--- src/common/rdcc_pkg.sv ---
package rdcc_pkg;

	// ****************************************
	// Widths, limits and defaults
	// ****************************************
	localparam int          ADDR_W       = 14;
	localparam int          CV_W         = 8;
	localparam int          STAT_W       = 5;
	localparam logic [13:0] LOCO_MIN     = 14'h0001;
	localparam logic [13:0] LOCO_MAX     = 14'h270f;
	localparam logic [13:0] LOCO_DEF     = 14'h0003;
	localparam logic [13:0] CV_VAL_MAX   = 14'h00ff;
	localparam logic [7:0]  CV_NUM_ADDR  = 8'h01;
	localparam logic [7:0]  CV_NUM_LOSS  = 8'h0b;
	localparam logic [7:0]  CV_DEF       = 8'h00;
	localparam logic [7:0]  LSEC_SAT     = 8'hff;

	// ****************************************
	// Timing
	// ****************************************
	localparam int CLK_HZ      = 50_000_000;
	localparam int SEC_CYC     = CLK_HZ;
	localparam int HORN_DLY_MS = 1000;
	localparam int HORN_CYC    = (CLK_HZ / 1000) * HORN_DLY_MS;

	// ****************************************
	// Register map and status bits
	// ****************************************
	localparam logic [7:0] REG_STATUS = 8'h00;
	localparam logic [7:0] REG_MASK   = 8'h04;
	localparam logic [7:0] REG_STATE  = 8'h08;
	localparam logic [7:0] REG_ADDR   = 8'h0c;
	localparam logic [7:0] REG_LOSS   = 8'h10;
	localparam int ST_PROG_OK  = 0;
	localparam int ST_PROG_BAD = 1;
	localparam int ST_LOSS     = 2;
	localparam int ST_HORN_OFF = 3;
	localparam int ST_THERMAL  = 4;

	// ****************************************
	// Carriers
	// ****************************************
	typedef enum logic [2:0] {
		RDCC_CMD_THROTTLE = 3'b001,
		RDCC_CMD_PROG     = 3'b010,
		RDCC_CMD_RESTORE  = 3'b100
	} rdcc_kind_t;

	typedef struct packed {
		logic              valid;
		rdcc_kind_t        kind;
		logic [13:0]       addr;
		logic              broadcast;
		logic [7:0]        cv_num;
		logic [13:0]       cv_val;
		logic [7:0]        speed;
		logic              horn;
	} rdcc_cmd_t;

	typedef struct packed {
		logic              psel;
		logic              penable;
		logic              pwrite;
		logic [7:0]        paddr;
		logic [31:0]       pwdata;
	} rdcc_apb_req_t;

	typedef struct packed {
		logic              pready;
		logic [31:0]       prdata;
		logic              pslverr;
	} rdcc_apb_rsp_t;

endpackage

--- src/verilog/rdcc_top.sv ---
`timescale 1ns/1ps
// Behaviour
// Timeout setting zero keeps the loco running after commands stop.
// Nonzero timeout stops the loco once that many seconds pass.
// Silence after a horn-on command turns the horn off after a delay.
// Broadcast programming writes settings regardless of loco address.
// Throttle sends target address before any addressed programming write.
// Addressed programming writes with another address are discarded.
// Settings survive power removal and do not depend on throttle.
// Setting one holds the loco address used for command matching.
// Loco address accepts 1 through 9999 only.
// Factory or restored loco address is 3.
// Other settings take eight-bit values 0 through 255.
// Driver overtemperature latches drivers off until power cycle, no buzzer.
// Throttle channel or number changes alone alter no stored setting.
// Loss timer counts whole seconds, restarts on each addressed command; code restarts it on addressed throttle commands only.
// Horn auto-off delay is cancelled by any new valid command.
module rdcc_top #(
	parameter int NUM_CV   = 16,
	parameter int SEC_CYCS = rdcc_pkg::SEC_CYC,
	parameter int HORN_CYCS = rdcc_pkg::HORN_CYC
) (
	// APB
	input  wire logic                    pclk,
	input  wire logic                    presetn,
	input  wire rdcc_pkg::rdcc_apb_req_t apb_req,
	output      rdcc_pkg::rdcc_apb_rsp_t apb_rsp,
	// Radio commands and driver sense
	input  wire rdcc_pkg::rdcc_cmd_t     cmd,
	input  wire logic                    overtemp,
	// Locomotive outputs and interrupt
	output      logic [7:0]              speed_o,
	output      logic                    horn_o,
	output      logic                    drv_en_o,
	output      logic                    irq
);
	import rdcc_pkg::*;

	localparam int TW = $clog2(SEC_CYCS + 1);
	localparam int HW = $clog2(HORN_CYCS + 1);
	localparam logic [TW-1:0] TICK_LAST = TW'(SEC_CYCS - 1);
	localparam logic [HW-1:0] HORN_LAST = HW'(HORN_CYCS - 1);

	// ****************************************
	// State
	// ****************************************
	typedef struct packed {
		logic [7:0]        speed_r;
		logic              horn_r;
		logic              drv_en_r;
		logic [TW-1:0]     tick_r;
		logic [7:0]        lsec_r;
		logic              lost_r;
		logic [HW-1:0]     hcnt_r;
		logic              hrun_r;
		logic [STAT_W-1:0] status_r;
		logic [STAT_W-1:0] mask_r;
		logic              irq_r;
		logic              pready_r;
		logic [31:0]       prdata_r;
		logic              pslverr_r;
	} rdcc_state_t;

	rdcc_state_t       s_r;
	rdcc_state_t       s_nxt;
	logic [13:0]       loco_r;
	logic [13:0]       loco_nxt;
	logic [CV_W-1:0]   cv_r   [NUM_CV];
	logic [CV_W-1:0]   cv_nxt [NUM_CV];
	logic              hit;
	logic              thr_hit;
	logic              prog_ok;
	logic              prog_bad;
	logic              loss_evt;
	logic              horn_evt;
	logic              acc;
	logic              done;
	logic              mapped;
	logic [31:0]       rdata;
	logic [STAT_W-1:0] st_set;
	logic [STAT_W-1:0] st_clr;
	logic [7:0]        loss_set;

	function automatic logic reg_known(input logic [7:0] a);
		return a == REG_STATUS || a == REG_MASK || a == REG_STATE ||
			a == REG_ADDR || a == REG_LOSS;
	endfunction

	assign loss_set = cv_r[CV_NUM_LOSS[$clog2(NUM_CV)-1:0]];
	assign hit      = cmd.addr == loco_r;
	assign thr_hit  = cmd.valid && cmd.kind == RDCC_CMD_THROTTLE && hit;
	assign acc      = apb_req.psel && apb_req.penable;
	assign done     = acc && s_r.pready_r;
	assign mapped   = reg_known(apb_req.paddr);

	// ****************************************
	// Next state
	// ****************************************
	always_comb begin
		s_nxt    = s_r;
		loco_nxt = loco_r;
		cv_nxt   = cv_r;
		prog_ok  = 1'b0;
		prog_bad = 1'b0;
		loss_evt = 1'b0;
		horn_evt = 1'b0;
		rdata    = '0;
		st_clr   = '0;

		// Whole-second loss timer
		if (s_r.tick_r == TICK_LAST) begin
			s_nxt.tick_r = '0;
			if (s_r.lsec_r != LSEC_SAT)
				s_nxt.lsec_r = s_r.lsec_r + 8'h01;
		end else begin
			s_nxt.tick_r = s_r.tick_r + TW'(1);
		end
		if (loss_set != CV_DEF && !s_r.lost_r &&
				s_r.lsec_r >= loss_set && !thr_hit) begin
			loss_evt      = 1'b1;
			s_nxt.lost_r  = 1'b1;
			s_nxt.speed_r = '0;
		end

		// Horn auto-off
		if (s_r.hrun_r) begin
			if (s_r.hcnt_r == HORN_LAST && !cmd.valid) begin
				horn_evt      = 1'b1;
				s_nxt.horn_r  = 1'b0;
				s_nxt.hrun_r  = 1'b0;
			end else begin
				s_nxt.hcnt_r = s_r.hcnt_r + HW'(1);
			end
		end

		// Incoming commands override the timers
		if (cmd.valid) begin
			s_nxt.hcnt_r = '0;
			s_nxt.hrun_r = 1'b0;
			unique case (cmd.kind)
				RDCC_CMD_THROTTLE: begin
					if (hit) begin
						s_nxt.speed_r = cmd.speed;
						s_nxt.horn_r  = cmd.horn;
						s_nxt.hrun_r  = cmd.horn;
						s_nxt.tick_r  = '0;
						s_nxt.lsec_r  = '0;
						s_nxt.lost_r  = 1'b0;
					end
				end
				RDCC_CMD_PROG: begin
					// Addressed writes need a match
					if (cmd.broadcast || hit) begin
						if (cmd.cv_num == CV_NUM_ADDR) begin
							if (cmd.cv_val >= LOCO_MIN &&
									cmd.cv_val <= LOCO_MAX) begin
								loco_nxt = cmd.cv_val;
								prog_ok  = 1'b1;
							end else begin
								prog_bad = 1'b1;
							end
						end else if (cmd.cv_num < 8'(NUM_CV) &&
								cmd.cv_val <= CV_VAL_MAX) begin
							cv_nxt[cmd.cv_num[$clog2(NUM_CV)-1:0]] =
								cmd.cv_val[CV_W-1:0];
							prog_ok = 1'b1;
						end else begin
							prog_bad = 1'b1;
						end
					end
				end
				RDCC_CMD_RESTORE: begin
					if (cmd.broadcast || hit) begin
						loco_nxt = LOCO_DEF;
						for (int i = 0; i < NUM_CV; i++)
							cv_nxt[i] = CV_DEF;
						prog_ok = 1'b1;
					end
				end
				default: prog_bad = 1'b1;
			endcase
		end

		// Thermal latch; no buzzer output exists
		if (overtemp)
			s_nxt.drv_en_r = 1'b0;

		// APB: one wait state, registered answer
		unique case (apb_req.paddr)
			REG_STATUS: rdata = 32'(s_r.status_r);
			REG_MASK:   rdata = 32'(s_r.mask_r);
			REG_STATE:  rdata = {21'h000000, s_r.lost_r, s_r.drv_en_r,
				s_r.horn_r, s_r.speed_r};
			REG_ADDR:   rdata = 32'(loco_r);
			REG_LOSS:   rdata = 32'(loss_set);
			default:    rdata = '0;
		endcase
		if (acc && !s_r.pready_r) begin
			s_nxt.pready_r  = 1'b1;
			s_nxt.prdata_r  = apb_req.pwrite ? '0 : rdata;
			s_nxt.pslverr_r = !mapped;
		end else begin
			s_nxt.pready_r  = 1'b0;
			s_nxt.prdata_r  = '0;
			s_nxt.pslverr_r = 1'b0;
		end
		if (done && apb_req.pwrite && apb_req.paddr == REG_MASK)
			s_nxt.mask_r = apb_req.pwdata[STAT_W-1:0];
		// Clear only what the read returned
		if (done && !apb_req.pwrite && apb_req.paddr == REG_STATUS)
			st_clr = s_r.prdata_r[STAT_W-1:0];

		st_set = '0;
		st_set[ST_PROG_OK]  = prog_ok;
		st_set[ST_PROG_BAD] = prog_bad;
		st_set[ST_LOSS]     = loss_evt;
		st_set[ST_HORN_OFF] = horn_evt;
		st_set[ST_THERMAL]  = overtemp && s_r.drv_en_r;
		s_nxt.status_r = (s_r.status_r & ~st_clr) | st_set;
		s_nxt.irq_r    = |(s_nxt.status_r & s_nxt.mask_r);
	end

	// ****************************************
	// Registers
	// ****************************************
	always_ff @(posedge pclk or negedge presetn) begin
		if (!presetn) begin
			s_r          <= '0;
			s_r.drv_en_r <= 1'b1;
		end else begin
			s_r <= s_nxt;
		end
	end

	// Nonvolatile settings: untouched by reset
	always_ff @(posedge pclk) begin
		loco_r <= loco_nxt;
		cv_r   <= cv_nxt;
	end

	assign apb_rsp.pready  = s_r.pready_r;
	assign apb_rsp.prdata  = s_r.prdata_r;
	assign apb_rsp.pslverr = s_r.pslverr_r;
	assign speed_o  = s_r.speed_r;
	assign horn_o   = s_r.horn_r;
	assign drv_en_o = s_r.drv_en_r;
	assign irq      = s_r.irq_r;
endmodule // rdcc_top
--- config.mk ---
export PLATFORM = sky130hd
export DESIGN_NAME = rdcc_top
export DESIGN_NICKNAME = d
export VERILOG_FILES = /design/src/common/rdcc_pkg.sv /design/src/verilog/rdcc_top.sv
export SDC_FILE = /design/constraint.sdc
export NUM_CORES = 1
export LEC_CHECK = 0
export BUFFER_PORTS_ARGS = -buffer_cell sky130_fd_sc_hd__buf_2
export CAP_MARGIN = 20
export CORE_ASPECT_RATIO = 1.75
export CORE_MARGIN = 5
export CORE_UTILIZATION = 35
export DETAILED_ROUTE_END_ITERATION = 6
export PLACE_DENSITY_LB_ADDON = 0.05
export SLEW_MARGIN = 20
export SYNTH_ARGS = -nofsm -noshare
export SYNTH_HDL_FRONTEND = slang
export SYNTH_SLANG_ARGS = --single-unit
--- constraint.sdc ---
create_clock -name pclk -period 6.2 [get_ports pclk]
set_input_delay 0.31 -clock pclk [delete_from_list [all_inputs] [get_ports pclk]]
set_output_delay 0.31 -clock pclk [all_outputs]
set_load 0.02 [all_outputs]
; Word level (Yosys, flattened, before mapping)
; Cells that the tools add are included.
[classes]
n_eq_ne = 19
bitwise = 5
n_lt_le_gt_ge = 7
add_sub_neg = 3
muxes = 52
n_reduce_logical = 37
[op_table]
columns = operator, count
row1 = $mux W128, 4
row2 = $pmux W128 S2, 1
row3 = $bwmux W128, 1
row4 = $mux W35, 2
row5 = $pmux W14 S5, 1
row6 = $mux W62, 1
row7 = $mux W14, 4
row8 = $add A26 B1 Y26 const B, 2
row9 = $eq A26 B26 Y1 const B, 2
row10 = $mux W26, 2
row11 = $mux W34, 1
row12 = $demux W8 S4, 1
row13 = $mux W32, 1
row14 = $mux W8, 4
row15 = $pmux W14 S2, 1
row16 = $mux W27, 1
row17 = $mux W9, 3
row18 = $mux W1, 20
row19 = $logic_and A1 B1 Y1, 17
row20 = $eq A8 B4 Y1 const B, 2
row21 = $eq A14 B14 Y1, 1
row22 = $ge A14 B1 Y1 const B, 1
row23 = $le A14 B14 Y1 const B, 1
row24 = $le A14 B8 Y1 const B, 1
row25 = other kinds (28), 48
[word_totals]
input_bits = 96
reg_bits = 259
out_inout_bits = 45

; Longest topological paths before layout
[logic_depth]
word_depth = 10
depth_mapped = 8

; Least setup slack after synthesis
; OpenSTA, ideal clock, no wires.
[synth_path]
path_type = reg-to-reg
from = reg loco_r[6]
to = reg loco_r[0] (enable)
path_buffers = 0
path_slack_ns = 3.965
arrival_time_ns = 1.869
stages_incl_launch_ff = 6
path_cell_list = edfxtp_1 -> xnor2_1 -> nand4_1 -> or4_1 -> a21oi_1 -> and2_1
[synth_via]
elab_chain_cells = 4
[synth_rtl]
columns = element, line
row1 = "start, declared", rdcc_top.sv:66  ; logic [13:0] loco_r;
row2 = "start signal, assigned", rdcc_top.sv:237  ; loco_r <= loco_nxt;
row3 = $eq A14 B14 Y1 (*), rdcc_top.sv:90  ; assign hit = cmd.addr == loco_r;
row4 = $logic_or A1 B1 Y1 (*), "rdcc_top.sv:153, rdcc_top.sv:173"
row5 = $ne A2 B2 Y1 (no line), --
row6 = $reduce_and A6 Y1 (no line) (*), --
; Every way passes the cells marked *; elsewhere a longest branch is shown, timed or not.
; A chain may end at the register's enable or synchronous reset.

; Final worst setup path
[layout_path]
from = reg loco_r[6]
to = reg loco_r[1] (enable)
; Same word-level chain as after synthesis.

==> impl_metrics.py <==
metrics = {
    "run_status": {
        "status": "complete, no violations",
    },
    "cells_and_area": {
        "final_nets": 889,
        "diodes": 0,
        "syn_to_final_growth_pct": 16.0,
        "finalInstanceArea_um2": 7840,
        "fillers": 1957,
        "final_cell_mix": "98 x dfrtp_1, 94 x buf_2, 76 x nand2_1, 71 x nor2_1, 41 x o21ai_0",
        "final_common_cell": "dfrtp_1",
        "drive_gt1_frac": 0.196,
    },
    "timing": {
        "rsz0062_at_grt": "no",
        "period_needed_ns": 2.72,
        "skew_ns": 0.00777,
        "tightest_slew_ns": 0.964,
        "finalCritPeriodShare": 0.439,
        "fin_tns_setup_ns": 0,
        "relSlewSlack": 0.357,
        "max_freq_mhz": 367,
        "setup_viol_count_final": 0,
        "slew_viol_final": 0,
        "hold_viol": 0,
    },
    "worst_setup_path": {
        "start_kind": "register",
        "critPathBufInv": 0,
        "path_delay_family": "simple AND/OR/NAND/NOR gates",
        "max_stage_delay_ns": 0.65,
        "r2r-start": "loco_r[6]$_SDFFCE_PP0P_",
        "worstPathMaxFanout": 14,
        "r2r_cells": 5,
        "ff2ff_setup_slack_ns": 3.48,
        "crit_arrival_ns": 2.77,
        "end_kind": "register",
        "critical_path.startpoint": "loco_r[6]$_SDFFCE_PP0P_",
        "required_ns": 6.25,
        "crit_type": "reg -> reg",
        "slowest_stage": "and2_1",
        "r2r-end": "loco_r[1]$_SDFFCE_PP1P_",
        "path_cells": "xnor2_1 > nand4_1 > or4_1 > a21oi_1 > and2_1",
    },
    "flow_run": {
        "cap_viol_max_count": 0,
    },
    "clock_tree": {
        "cts_root_buf": "clkbuf_16",
        "clock-sinks": 121,
        "htree_num_levels": 4,
        "post_cts_buffers": 0,
        "clkTransAtPathRegs_ns": 0.06,
        "numCtsBuffers": 17,
        "cts_tree": "yes",
        "cts_hold_buf": 1,
        "clock_latency_ns": 0.42,
        "cts_resized": 0,
        "cts_max_path_buffers": 2,
    },
    "power": {
        "p_per_area_nw_per_um2": 267,
        "p_leak_uw": 0.00340,
        "peakVddDrop_mv": 0.152,
    },
    "worst_hold_path": {
        "holdPathStages": 2,
        "hp-start": "overtemp",
        "min_path_type": "in -> reg",
        "whs_endpoint": "drv_en_o$_DFFE_PN1P_",
    },
    "synthesis": {
        "synth_compound_area_frac": 0.126,
        "ys_warn_count": 0,
        "synthCells": 709,
        "ys_ff_latch": 121,
        "synthesis.area_um2": 6750,
        "ys_types": 69,
        "synth_edf_count": 22,
        "synth-xor-area-share": 0.0545,
        "synth-simple-area-share": 0.249,
        "muxShareOfSynthArea": 0.00982,
        "syn_avg_cell_area_um2": 9.53,
        "synth-main-ff-cell": "dfrtp_1",
        "ys_seq_area_frac": 0.465,
        "async_flop_share": 0.818,
        "synth_top_family_by_area": "simple AND/OR/NAND/NOR gates",
        "synthAdderAreaFrac": 0.0204,
    },
    "route": {
        "wl_per_cell_um": 18.6,
        "postRouteWirelength_mm": 19.3,
        "drc_errors": 0,
        "ant_nets": 0,
        "drt-initial-drc-count": 311,
        "via_count": 5484,
        "routed_via_density": 5.30,
        "firstDrtPassIters": 4,
    },
    "global_route": {
        "antenna_found_initial": 0,
        "grt_pass1_wl_mm": 30.8,
        "grt_max_degree": 51,
        "grt.total_usage": 0.179,
        "grt_pass1_vias": 5702,
        "overflow": 0,
    },
    "floorplanning": {
        "die_x_um": 115,
        "coreArea_um2": 19100,
        "die_y_um": 194,
        "start_util": 0.353,
        "die-area_um2": 22300,
        "rows": 67,
        "io_pins": 141,
    },
    "place": {
        "dp_hpwl_mm": 14.8,
        "gp_congestion": 0.826,
        "io_buffers": 95,
        "place_area_um2": 7210,
    },
}
[cell families (layout without fill, tap and decap cells)]
| group | after synthesis | count (layout) |
|---|---|---|
| DFF | 121 | 121 |
| buffers and inverters | 87 | 155 |
| muxes | 6 | 6 |
| adders and majority gates | 11 | 11 |
| AOI/OAI and AO/OA | 127 | 127 |
| and+or+nand+nor | 314 | 314 |
| xor gates and xnor gates | 42 | 42 |
| other | 1 | 18 |
[flip-flops by register name, indices dropped and copies added, names as in the netlist]
signal / count
apb_rsp: 16
drv_en_o: 1
horn_o: 1
irq: 1
loco_r: 14
loss_set: 8
s_r: 72
speed_o: 8
[synth_stat cells (4+ instances only)]
| library cell | n | area share |
|---|---|---|
| dfrtp_1 | 98 | 0.36 |
| nand2_1 | 76 | 0.042 |
| nor2_1 | 72 | 0.040 |
| buf_4 | 44 | 0.049 |
| o21ai_0 | 41 | 0.030 |
| nand3_1 | 39 | 0.029 |
| xnor2_1 | 27 | 0.035 |
| nand4_1 | 24 | 0.022 |
| inv_1 | 23 | 0.013 |
| a21oi_1 | 22 | 0.016 |
| edfxtp_1 | 22 | 0.098 |
| nor2b_1 | 21 | 0.019 |
| and3_1 | 15 | 0.014 |
| xor2_1 | 15 | 0.019 |
| a22oi_1 | 13 | 0.014 |
| buf_2 | 12 | 0.0089 |
| nor4_1 | 12 | 0.011 |
| ha_1 | 11 | 0.020 |
| a31oi_1 | 10 | 0.0093 |
| clkbuf_1 | 8 | 0.0044 |
| nor3_1 | 7 | 0.0052 |
| o21ai_1 | 6 | 0.0044 |
| o31ai_1 | 6 | 0.0067 |
| and2_1 | 5 | 0.0046 |
| nor4b_1 | 5 | 0.0065 |
| o41ai_1 | 5 | 0.0065 |
| a222oi_1 | 4 | 0.0059 |
| and4_1 | 4 | 0.0052 |
| mux2i_1 | 4 | 0.0059 |
| or4_1 | 4 | 0.0044 |
[how the worst max path moves through the flow]
stage	endpoint	slack, ns	cells past startpoint
after floorplan	loco_r[0]$_SDFFCE_PP1P_	3.96	5
after global placement	loco_r[2]$_SDFFCE_PP0P_	3.46	5
after detailed placement	s_r[100]$_DFF_PN0_	3.39	6
after CTS	s_r[97]$_DFF_PN0_	3.38	6
after global routing	s_r[84]$_DFF_PN0_	3.23	6
final	loco_r[1]$_SDFFCE_PP1P_	3.48	5
[power by group]
part / switching (uW) / internal (uW)
registers: 55.4 / 862
logic: 89.2 / 69.9
clock network: 369 / 646
[routing by layer]
metal | vias to the layer above | GRT usage | share of wire
li1 | 2630 | - | -
met1 | 2674 | 0.195 | 0.38
met2 | 157 | 0.334 | 0.56
met3 | 23 | 0.0381 | 0.045
met4 | 0 | 0.0592 | 0.017
met5 | - | 0 | 0
[through the flow]
step / utilization / hold slack, ns / cells / total power, uW / setup slack (ns)
global route: 0.410 / 0.0276 / 1035 / 2170 / 3.23
detailed placement: 0.377 / 0.396 / 1003 / 1090 / 3.39
finish: 0.410 / 0.0478 / 1035 / 2090 / 3.48
CTS: 0.410 / 0.0238 / 1035 / 2120 / 3.38
floorplan: - / 0.0144 / 726 / 1020 / 3.96
global placement: 0.377 / 0.380 / 1003 / 1080 / 3.46
[area by class of cell]
cell class                      instances  area (um2)  share of cell area
Multi-Input combinational cell        518        3170               0.405
Sequential cell                       121        3140               0.401
Timing Repair Buffer                  101         526              0.0671
Clock buffer                           22         495              0.0632
Tap cell                              241         302              0.0385
Clock inverter                          9         114              0.0145
Inverter                               23        86.3              0.0110
Note: power is estimated with default switching activity, not from simulation.
